**src/include/sbsc_pkg.sv**
```systemverilog
// ==========================================================================
// cycle control package
package sbsc_pkg;

    localparam int ADDR_W_DEF = 20;
    localparam int LANES_DEF  = 4;
    localparam logic [1:0] BURST_INC   = 2'h1;
    localparam logic [1:0] BURST_RST   = 2'h0;
    localparam logic [1:0] ORDER_LIN_N = 2'h0;

    typedef enum logic [2:0]
    {
        SBSC_DESEL = 3'h0,
        SBSC_BEGIN = 3'h1,
        SBSC_NEXT  = 3'h2,
        SBSC_HOLD  = 3'h3
    } sbsc_cycle_e;

    // registered control pins, sampled on every rising edge
    typedef struct packed
    {
        logic       ce1_n;
        logic       ce2;
        logic       ce3_n;
        logic       padsp_n;
        logic       cadsc_n;
        logic       adv_n;
        logic       gw_n;
        logic       bw_n;
        logic [3:0] be_n;
    } sbsc_ctl_s;

endpackage

```
**src/rtl/sbsc_cycle_ctrl.sv**
```systemverilog
`timescale 1ns/1ps
// ==========================================================================
// How it works
// - a strobe that starts a cycle while the combined enable is false deselects and floats data.
// - processor strobe with enable begins a read; controller strobe alone begins a read if no write.
// - controller strobe alone with enable and write condition begins a write burst.
// - with no strobe starting a cycle and advance low the burst address steps forward.
// - with no strobe starting a cycle and advance high the current burst address is held.
// - while the first chip enable is high the processor strobe is ignored.
// - the output enable gates read drivers asynchronously and never enables them otherwise.
// - a read with output enable high still advances the burst counter.
// - every listed input combination is decoded, optional ones included.
// - write is global write low or byte write low with any byte enable low.
// - the two low bits step in linear or interleaved order and wrap after four.
module sbsc_cycle_ctrl
#(
    parameter int ADDR_W = sbsc_pkg::ADDR_W_DEF,
    parameter int LANES  = sbsc_pkg::LANES_DEF
)
(
    input  wire logic              ref_clk_in,
    input  wire logic              rst_n_in,
    input  wire logic              chip_enable_first_n_in,
    input  wire logic              chip_enable_second_hi_in,
    input  wire logic              chip_enable_third_n_in,
    input  wire logic              processor_addr_strobe_n_in,
    input  wire logic              controller_addr_strobe_n_in,
    input  wire logic              burst_advance_n_in,
    input  wire logic              global_write_n_in,
    input  wire logic              byte_write_n_in,
    input  wire logic [LANES-1:0]  byte_enable_n_in,
    input  wire logic              linear_order_select_n_in,
    input  wire logic              output_enable_n_in,
    input  wire logic [ADDR_W-1:0] addr_in,
    output logic [ADDR_W-1:0]      mem_addr_out,
    output logic                   mem_read_out,
    output logic                   mem_write_out,
    output logic [LANES-1:0]       mem_lane_we_out,
    output logic                   selected_out,
    output logic                   dq_oe_out
);

    typedef struct packed
    {
        logic [ADDR_W-1:0] base;
        logic [1:0]        cnt;
        logic              sel;
        logic              rd;
        logic              wr;
        logic [LANES-1:0]  lane;
        logic [ADDR_W-1:0] ext;
        logic              lin_n;
        sbsc_pkg::sbsc_ctl_s c;
    } sbsc_state_s;

    sbsc_state_s q, d;
    logic        en_ok;
    logic        wr_cond;
    logic        start;
    sbsc_pkg::sbsc_cycle_e kind;

    // order pin is treated as static, so interleave is an xor of the count
    function automatic logic [1:0] burst_low(input logic [1:0] s,
                                             input logic [1:0] n,
                                             input logic lin_n);
        burst_low = (lin_n == 1'b0) ? 2'(s + n) : (s ^ n);
    endfunction

    // ======================================================================
    // decode from registered controls
    always_comb
    begin
        en_ok   = q.c.ce2 & ~q.c.ce1_n & ~q.c.ce3_n;
        wr_cond = ~q.c.gw_n | (~q.c.bw_n & ~(&q.c.be_n));
        // processor strobe counts only with first enable low
        start   = ~q.c.cadsc_n | (~q.c.padsp_n & ~q.c.ce1_n);
        if (start && !en_ok)
            kind = sbsc_pkg::SBSC_DESEL;
        else if (start)
            kind = sbsc_pkg::SBSC_BEGIN;
        else if (!q.c.adv_n)
            kind = sbsc_pkg::SBSC_NEXT;
        else
            kind = sbsc_pkg::SBSC_HOLD;
    end

    always_comb
    begin
        d       = q;
        d.lin_n = linear_order_select_n_in;
        d.ext   = addr_in;
        d.c     = '{ce1_n: chip_enable_first_n_in,
                    ce2: chip_enable_second_hi_in,
                    ce3_n: chip_enable_third_n_in,
                    padsp_n: processor_addr_strobe_n_in,
                    cadsc_n: controller_addr_strobe_n_in,
                    adv_n: burst_advance_n_in,
                    gw_n: global_write_n_in,
                    bw_n: byte_write_n_in,
                    be_n: byte_enable_n_in[3:0]};
        d.rd    = 1'b0;
        d.wr    = 1'b0;
        d.lane  = '0;
        case (kind)
            sbsc_pkg::SBSC_DESEL:
            begin
                d.sel = 1'b0;
            end
            sbsc_pkg::SBSC_BEGIN:
            begin
                d.sel  = 1'b1;
                d.base = q.ext;
                d.cnt  = sbsc_pkg::BURST_RST;
                // processor strobe start is always a read
                d.wr   = q.c.padsp_n & wr_cond;
                d.rd   = ~d.wr;
            end
            sbsc_pkg::SBSC_NEXT:
            begin
                // dummy reads step the same way; output enable is not seen
                d.cnt = 2'(q.cnt + sbsc_pkg::BURST_INC);
                d.wr  = q.sel & wr_cond;
                d.rd  = q.sel & ~wr_cond;
            end
            sbsc_pkg::SBSC_HOLD:
            begin
                d.wr = q.sel & wr_cond;
                d.rd = q.sel & ~wr_cond;
            end
            default:
            begin
                d.sel = 1'b0;
            end
        endcase
        if (d.wr)
            d.lane = q.c.gw_n ? ~q.c.be_n[LANES-1:0] : '1;
    end

    always_ff @(posedge ref_clk_in or negedge rst_n_in)
    begin
        if (!rst_n_in)
        begin
            q       <= '0;
            q.c     <= '1;
            q.lin_n <= 1'b1;
        end
        else
            q <= d;
    end

    assign mem_addr_out    = {q.base[ADDR_W-1:2],
                              burst_low(q.base[1:0], q.cnt, q.lin_n)};
    assign mem_read_out    = q.rd;
    assign mem_write_out   = q.wr;
    assign mem_lane_we_out = q.lane;
    assign selected_out    = q.sel;
    assign dq_oe_out       = q.rd & ~output_enable_n_in;

    // ======================================================================
    // checks
    desel_float_a: assert property (@(posedge ref_clk_in) disable iff (!rst_n_in)
        (kind == sbsc_pkg::SBSC_DESEL) |=> !selected_out && !dq_oe_out)
        else $error("deselect did not float");
    padsp_read_a: assert property (@(posedge ref_clk_in) disable iff (!rst_n_in)
        (en_ok && !q.c.padsp_n) |=> mem_read_out && !mem_write_out)
        else $error("processor strobe start not a read");
    cadsc_write_a: assert property (@(posedge ref_clk_in) disable iff (!rst_n_in)
        (en_ok && q.c.padsp_n && !q.c.cadsc_n && wr_cond)
        |=> mem_write_out && mem_addr_out == $past(q.ext))
        else $error("controller write start wrong");
    step_next_a: assert property (@(posedge ref_clk_in) disable iff (!rst_n_in)
        (!start && !q.c.adv_n) |=> q.cnt == 2'($past(q.cnt) + 2'h1))
        else $error("burst did not step");
    hold_addr_a: assert property (@(posedge ref_clk_in) disable iff (!rst_n_in)
        (!start && q.c.adv_n) |=> $stable(mem_addr_out))
        else $error("suspend moved address");
    ce1_ignore_a: assert property (@(posedge ref_clk_in) disable iff (!rst_n_in)
        (q.c.ce1_n && q.c.cadsc_n) |-> kind != sbsc_pkg::SBSC_BEGIN)
        else $error("processor strobe honoured with enable high");
    oe_gate_a: assert property (@(posedge ref_clk_in) disable iff (!rst_n_in)
        dq_oe_out |-> mem_read_out && !output_enable_n_in)
        else $error("drivers on outside read");
    wrap_four_a: assert property (@(posedge ref_clk_in) disable iff (!rst_n_in)
        (!start && !q.c.adv_n) [*4] |=> mem_addr_out == $past(mem_addr_out, 4))
        else $error("burst did not wrap");
    lane_we_a: assert property (@(posedge ref_clk_in) disable iff (!rst_n_in)
        mem_write_out |-> mem_lane_we_out != '0 || !q.sel)
        else $error("write with no lanes");

    // ======================================================================
    // cycle type checks
    // the order pin is a mode pin; a change in mid burst moves the address,
    // so callers change it only right after a cycle start
    desel_nowr_a: assert property (@(posedge ref_clk_in) disable iff (!rst_n_in)
        (kind == sbsc_pkg::SBSC_DESEL) |=> !mem_read_out && !mem_write_out)
        else $error("deselect still accessed memory");
    begin_load_a: assert property (@(posedge ref_clk_in) disable iff (!rst_n_in)
        (start && en_ok) |=> selected_out && mem_addr_out == $past(q.ext))
        else $error("begin burst did not load address");
    cadsc_read_a: assert property (@(posedge ref_clk_in) disable iff (!rst_n_in)
        (en_ok && q.c.padsp_n && !q.c.cadsc_n && !wr_cond)
        |=> mem_read_out && !mem_write_out)
        else $error("controller read start wrong");
    next_rw_a: assert property (@(posedge ref_clk_in) disable iff (!rst_n_in)
        (!start && !q.c.adv_n && q.sel)
        |=> mem_write_out == $past(wr_cond) && mem_read_out == !$past(wr_cond))
        else $error("continue cycle kind wrong");
    hold_rw_a: assert property (@(posedge ref_clk_in) disable iff (!rst_n_in)
        (!start && q.c.adv_n && q.sel)
        |=> mem_write_out == $past(wr_cond) && mem_read_out == !$past(wr_cond))
        else $error("suspend cycle kind wrong");
    dummy_step_a: assert property (@(posedge ref_clk_in) disable iff (!rst_n_in)
        (!start && !q.c.adv_n && q.rd && output_enable_n_in)
        |=> q.cnt == 2'($past(q.cnt) + 2'h1))
        else $error("dummy read did not step");
    ce1_desel_a: assert property (@(posedge ref_clk_in) disable iff (!rst_n_in)
        (q.c.ce1_n && !q.c.cadsc_n) |-> kind == sbsc_pkg::SBSC_DESEL)
        else $error("enable high start not a deselect");
    no_bytes_a: assert property (@(posedge ref_clk_in) disable iff (!rst_n_in)
        (start && en_ok && q.c.gw_n && !q.c.bw_n && (&q.c.be_n))
        |=> !mem_write_out)
        else $error("write with no bytes not a read");
    oe_off_a: assert property (@(posedge ref_clk_in) disable iff (!rst_n_in)
        output_enable_n_in |-> !dq_oe_out)
        else $error("drivers on with output enable high");

endmodule

```
**config.mk**
```make
export PLATFORM = sky130hd
export DESIGN_NAME = sbsc_cycle_ctrl
export DESIGN_NICKNAME = d
export VERILOG_FILES = /design/src/include/sbsc_pkg.sv /design/src/rtl/sbsc_cycle_ctrl.sv
export SDC_FILE = /design/constraint.sdc
export NUM_CORES = 1
export LEC_CHECK = 0
export BUFFER_PORTS_ARGS = -buffer_cell sky130_fd_sc_hd__buf_2
export CORE_MARGIN = 3
export CORE_UTILIZATION = 35
export CTS_CLUSTER_DIAMETER = 40
export DETAILED_ROUTE_END_ITERATION = 8
export HOLD_SLACK_MARGIN = 0.03
export PLACE_DENSITY_LB_ADDON = 0.08
export SETUP_SLACK_MARGIN = 0.3
export SLEW_MARGIN = 20
export SYNTH_ARGS = -nofsm -noshare
export SYNTH_HDL_FRONTEND = slang
export SYNTH_SLANG_ARGS = --single-unit
```
**constraint.sdc**
```tcl
create_clock -name ref_clk_in -period 1.95 [get_ports ref_clk_in]
set_input_delay 0.0975 -clock ref_clk_in [delete_from_list [all_inputs] [get_ports ref_clk_in]]
set_output_delay 0.0975 -clock ref_clk_in [all_outputs]
set_load 0.005 [all_outputs]
```
==> impl_metrics.csv, run 1 <==
group,metric,value,unit
synth,syn-cell-area,0.00230,mm²
timing,timing.fmax,571,MHz
final_layout,diodes,0,
synth,synthAdderAreaFrac,0.545,%
final_layout,final_net_count,262,
global_routing,grt_overflow,0,
detailed_routing,vias_per_cell,4.24,
power_and_ir_drop,p_sw,0.723,mW
clock_tree,cts.sinks,62,
die,dieArea,0.00757,mm²
die,start_util,37.4,%
timing,grt_setup_unrepaired,"true",
power_and_ir_drop,p_clk_share,36.1,%
critical_path,cp.arrival,1.96,ns
die,ios,64,
detailed_routing,drtPass1Iterations,2,
clock_tree,clk_latency,0.32,ns
power_and_ir_drop,seqPwrFrac,49.2,%
detailed_routing,drc,0,
timing,timing.final.crit_share,89.7,%
final_layout,fill_cells,542,
synth,synth_compound_area_share,4.69,%
power_and_ir_drop,combPwrFrac,14.7,%
critical_path,worst-path-max-fanout,11,
power_and_ir_drop,p_per_area,995,mW/mm²
critical_path,cp-end-kind,"flip-flop",
critical_path,cp_data_required_time,2.16,ns
detailed_routing,post_drt_wl_per_cell,13.2,µm
synth,yosys_register_bits,62,
timing,min_period,1.75,ns
critical_path,startpoint_type,"flip-flop",
synth,synthMuxAreaShare,12.8,%
die,die_h,87.0,µm
global_routing,grt_first_pass_wirelength,6.75,mm
final_layout,synthToLayoutAreaGrowth,35.4,%
synth,yosysSeqAreaShare,68.3,%
global_routing,antenna_found_initial,0,
detailed_routing,wl,4.03,mm
timing,tightest_slew,0.399,ns
timing,fin_tns_setup,0,ns
clock_tree,cts.htree.levels,3,
clock_tree,cts_setup_buffers,0,
clock_tree,cts_buffers,9,
clock_tree,clkSlewWorstSetupHoldPaths,0.07,ns
placement,place_hpwl,2.61,mm
power_and_ir_drop,cellLeakagePower,1.53,nW
global_routing,grt_max_degree,62,
clock_tree,cts_tree,"done",
critical_path,crit_type,"reg -> reg",
synth,synth_top_family_by_area,"multiplexers",
power_and_ir_drop,p_int,2.37,mW
detailed_routing,drt.antenna.violating_nets,0,
clock_tree,clockBufferDepth,2,
clock_tree,root_buffer,"clkbuf_8",
timing,max_slew_margin,73.4,%
die,die_x,87.0,µm
final_layout,layout_common_cells,"buf_2, dfrtp_1, dlygate4sd3_1, mux2_4, dfstp_2",
flow_run,drv_cap,0,
detailed_routing,vias,1294,
detailed_routing,drt-initial-drc-count,36,
placement,port_buffers,63,
die,core,0.00613,mm²
synth,syn_inst,140,
synth,synth-xor-area-share,0.763,%
final_layout,drive_gt1_share,51.7,%
synth,syn_nets,177,
synth,synth_cell_types,28,
worst_hold_path,hp-class,"in -> async",
die,num_rows,28,
timing,setup_ws,0.200,ns
synth,yosys.area_share.simple,3.60,%
status,status,"completed",
power_and_ir_drop,ir_drop,0.000499,V
timing,finalClockSkew,0.00809,ns
placement,pre_cts_ws,0.190,ns
power_and_ir_drop,p_sw_share,23.3,%
placement,gpl.final_weighted_congestion,0.729,
global_routing,grt_use_total,12.0,%
final_layout,layout_commonest_cell,"buf_2",
synth,avgSynthCellArea,16.4,µm²
global_routing,grt_pass1_vias,1447,
timing,setup_viol,0,
timing,hold_viol_final,0,
synth,yosysWarnings,0,
timing,report.final.slew_viol_count,0,
[per-stage QoR]
step | total power, mW | hold slack (ns) | area (µm²) | utilization, % | std cells
2_1_floorplan | 1.86 | -0.198 | 2300 | - | 140
3_3_place_gp | 1.94 | 0.0736 | 2530 | 41.3 | 254
3_5_place_dp | 1.95 | 0.0733 | 2530 | 41.3 | 254
4_1_cts | 3.16 | 0.251 | 3110 | 50.7 | 305
5_1_grt | 3.27 | 0.263 | 3110 | 50.7 | 305
6_report | 3.10 | 0.267 | 3110 | 50.7 | 305
[logic make-up (layout without fill, tap and decap cells)]
family / after synthesis / count (layout)
AOI/OAI and AO/OA: 15 / 15
DFF: 62 / 62
adders and majority gates: 1 / 1
and+or+nand+nor: 14 / 14
buffers and inverters: 26 / 116
muxes: 20 / 20
xor gates and xnor gates: 2 / 2
[path summary, 6_finish.rpt]
check	startpoint	endpoint	slack, ns	depth (start not counted)
setup / recovery	q[10]$_DFF_PN1_	mem_addr_out[17]$_DFFE_PN0P_	0.20	4
hold / removal	rst_n_in	q[12]$_DFF_PN1_	0.27	2
setup reg to reg	q[10]$_DFF_PN1_	mem_addr_out[17]$_DFFE_PN0P_	0.20	4
hold reg to reg	q[20]$_DFF_PN0_	mem_addr_out[7]$_DFFE_PN0P_	0.47	1
max in group asynchronous	rst_n_in	q[4]$_DFF_PN1_	1.33	3
min in group ref_clk_in	byte_enable_n_in[0]	q[0]$_DFF_PN1_	0.41	2
[cell type report]
type	count	area (µm²)	share of cell area [%]
well taps	75	93.8	3.02
flip-flops and latches	62	1570	50.4
repair buffers	100	723	23.3
multi-input cells	52	518	16.7
clock inverters	6	68.8	2.21
clock buffers	10	138	4.43
[cell usage after synthesis]
master / number / area share, %
and2_1: 1 / 0.27
o221ai_1: 1 / 0.38
buf_6: 1 / 0.49
o211a_1: 1 / 0.44
o21ai_0: 3 / 0.65
a41o_1: 1 / 0.44
mux2_4: 18 / 12
a31o_2: 1 / 0.38
o211ai_1: 1 / 0.33
buf_4: 22 / 7.2
buf_8: 1 / 0.65
or2_2: 1 / 0.27
nor4b_1: 1 / 0.38
nand2b_1: 3 / 0.82
dfrtp_1: 49 / 53
a21oi_1: 2 / 0.44
clkbuf_1: 1 / 0.16
or2_1: 1 / 0.27
buf_12: 1 / 0.87
nor2b_1: 2 / 0.54
a211oi_1: 1 / 0.33
xnor2_1: 2 / 0.76
o21a_1: 4 / 1.3
ha_1: 1 / 0.54
dfstp_2: 13 / 15
or3b_1: 1 / 0.38
mux2_2: 2 / 0.98
nor2_1: 4 / 0.65
[registers in the layout (all words and copies together), names as in the netlist]
| signal | flops |
|---|---|
| q | 37 |
| mem_addr_out | 18 |
| selected_out | 1 |
| mem_read_out | 1 |
| mem_write_out | 1 |
| mem_lane_we_out | 4 |
[power groups by stage]
| stage | sequential (mW) | combinational (mW) | clock (mW) |
|---|---|---|---|
| floorplan | 1.52 | 0.338 | 0 |
| global placement | 1.54 | 0.395 | 0 |
| detailed placement | 1.54 | 0.409 | 0 |
| CTS | 1.52 | 0.468 | 1.17 |
| global route | 1.54 | 0.508 | 1.22 |
| finish | 1.52 | 0.456 | 1.12 |
[what timing repair did]
action	4_1_cts	5_1_grt
hold endpoints to repair	83	0
endpoints found under the setup margin	21	21
gates cloned	1	0
hold buffers	34	0
resized for setup	3	0
[layer usage]
metal	vias to the layer above	part of all wire, %	global-route usage [%]
met2	46	49	19.3
met5	-	0	0
met3	4	7.5	5.01
met1	621	42	14.0
met4	0	1.3	5.52
li1	623	-	-
[worst max-delay path, stage by stage, from the launching register on]
cell and delay, ns:
dfstp_2 0.52, or3b_4 0.38, or2_4 0.27, buf_12 0.16, mux2_4 0.30
Note: power is estimated with default switching activity, not from simulation.
==> inputs of run 2 (changes only) <==
--- a/config.mk
+++ b/config.mk
@@ -12,6 +12,7 @@
 export DETAILED_ROUTE_END_ITERATION = 8
 export HOLD_SLACK_MARGIN = 0.03
 export PLACE_DENSITY_LB_ADDON = 0.08
+export RECOVER_POWER = 50
 export SETUP_SLACK_MARGIN = 0.3
 export SLEW_MARGIN = 20
 export SYNTH_ARGS = -nofsm -noshare
==> run 2 against run 1 <==
Total power hardly changed; critical path depth stayed put; worst setup slack stayed put; clock-buffer cell count stayed put; largest power group unchanged; sequential power hardly changed; sequential cell count stayed put; clock power hardly changed; highest routed layer unchanged; non-clock buffer count stayed put; cell count stayed put; wire length hardly changed; sequential share of layout area hardly changed; largest cell class unchanged; maximum frequency stayed put.
==> impl_metrics.csv, run 2 (same netlist as run 1, synthesis figures left out) <==
group,metric,value,unit
critical_path,max_stage_delay,0.52,ns
timing,max_slew_margin,73.4,%
final_layout,regMostFlops,"q",
final_layout,final_net_count,262,
timing,fin_tns_setup,0,ns
flow_run,drv_cap,0,
detailed_routing,drc,0,
detailed_routing,drt-initial-drc-count,36,
critical_path,cp.arrival,1.96,ns
critical_path,crit_type,"reg -> reg",
critical_path,worst-path-max-fanout,11,
global_routing,grt_overflow,0,
power_and_ir_drop,power,3.09,mW
timing,timing.fmax,571,MHz
global_routing,antenna_found_initial,0,
placement,gpl.final_weighted_congestion,0.729,
timing,min_period,1.75,ns
clock_tree,clkSlewWorstSetupHoldPaths,0.07,ns
die,ios,64,
die,dieArea,0.00757,mm²
timing,hold_viol_final,0,
critical_path,slowest_stage,"dfstp_2",
timing,timing.final.crit_share,89.7,%
clock_tree,cts.sinks,62,
critical_path,cp_cell_sequence,"or3b_4 -> or2_4 -> buf_12 -> mux2_4",
clock_tree,clockBufferDepth,2,
final_layout,multi_input_area,518,µm²
detailed_routing,drt.antenna.violating_nets,0,
detailed_routing,vias,1294,
final_layout,diodes,0,
detailed_routing,drtPass1Iterations,2,
clock_tree,cts_tree,"done",
detailed_routing,vias_per_cell,4.24,
status,status,"completed",
die,die_x,87.0,µm
timing,finalClockSkew,0.00809,ns
final_layout,fill_cells,543,
placement,place_hpwl,2.61,mm
clock_tree,cts.htree.levels,3,
power_and_ir_drop,ir_drop,0.000499,V
die,start_util,37.4,%
clock_tree,cts_buffers,9,
clock_tree,clk_latency,0.32,ns
die,die_h,87.0,µm
final_layout,synthToLayoutAreaGrowth,35.3,%
clock_tree,root_buffer,"clkbuf_8",
global_routing,grt_first_pass_wirelength,6.75,mm
timing,tightest_slew,0.399,ns
power_and_ir_drop,cellLeakagePower,1.53,nW
timing,setup_viol,0,
timing,grt_setup_unrepaired,"true",
critical_path,startpoint_type,"flip-flop",
global_routing,grt_pass1_vias,1447,
detailed_routing,post_drt_wl_per_cell,13.2,µm
global_routing,grt_use_total,12.0,%
final_layout,layout_common_cells,"buf_2, dfrtp_1, dlygate4sd3_1, mux2_4, dfstp_2",
detailed_routing,wl,4.04,mm
die,num_rows,28,
final_layout,layout_commonest_cell,"buf_2",
final_layout,largest_register_ffs,37,
power_and_ir_drop,p_per_area,996,mW/mm²
final_layout,drive_gt1_share,50.9,%
global_routing,grt_max_degree,62,
critical_path,cp_data_required_time,2.16,ns
die,core,0.00613,mm²
placement,port_buffers,63,
timing,report.final.slew_viol_count,0,
worst_hold_path,hp-class,"in -> async",
critical_path,cp-end-kind,"flip-flop",
final_layout,seq_area,0.00157,mm²
## run 2: changes by cell type in the layout (fill, tap and decap cells not counted)
cell,change
clkbuf_1,+2
buf_2,-2
## run 2: routing by layer
layer  global-route usage [%]  routed length [µm]
met4                     5.52                  51
met2                     19.3                1990
met5                        0                   0
met3                     5.01                 303
met1                     14.0                1690
## run 2: timing repair
item | CTS | global route
setup buffers | 0 | 0
gates cloned | 1 | 0
setup endpoints to repair | 21 | 21
gates resized for setup | 3 | 0
hold endpoints to repair | 83 | 0
hold buffers | 34 | 0
## run 2: cell type report
cell class	count	share of cell area (%)
flip-flops and latches	62	50.5
repair buffers	100	23.2
multi-input cells	52	16.7
clock buffers	10	4.43
well taps	75	3.02
clock inverters	6	2.22
## run 2: final timing paths
kind	slack, ns	cells after the start	endpoint	startpoint
worst max-delay path	0.20	4	mem_addr_out[17]$_DFFE_PN0P_	q[10]$_DFF_PN1_
worst min-delay path	0.32	2	q[12]$_DFF_PN1_	rst_n_in
worst max register to register	0.20	4	mem_addr_out[17]$_DFFE_PN0P_	q[10]$_DFF_PN1_
worst min register to register	0.47	1	mem_addr_out[7]$_DFFE_PN0P_	q[20]$_DFF_PN0_
max in group asynchronous	1.26	3	q[4]$_DFF_PN1_	rst_n_in
min in group ref_clk_in	0.41	2	q[0]$_DFF_PN1_	byte_enable_n_in[0]
## run 2: worst max-delay path, delay by kind of cell, from the launching register on
kind	cells	cell delay, ns
simple gates	2	0.65
flops	1	0.52
mux	1	0.30
buf+inv	1	0.16
## run 2: through the flow
stage	instance area (µm²)	hold slack, ns	std cells	worst slack [ns]	utilization [%]
after floorplan	2300	-0.198	140	0.199	-
after global placement	2530	0.0736	254	0.224	41.3
after detailed placement	2530	0.0733	254	0.190	41.3
after CTS	3110	0.251	305	0.200	50.7
after global routing	3110	0.324	305	0.172	50.7
final	3110	0.317	305	0.200	50.7
## run 2: report_power, final
group	switching, mW	internal, mW	total (mW)
Sequential	0.0833	1.44	1.52
Combinational	0.153	0.303	0.456
Clock	0.487	0.631	1.12
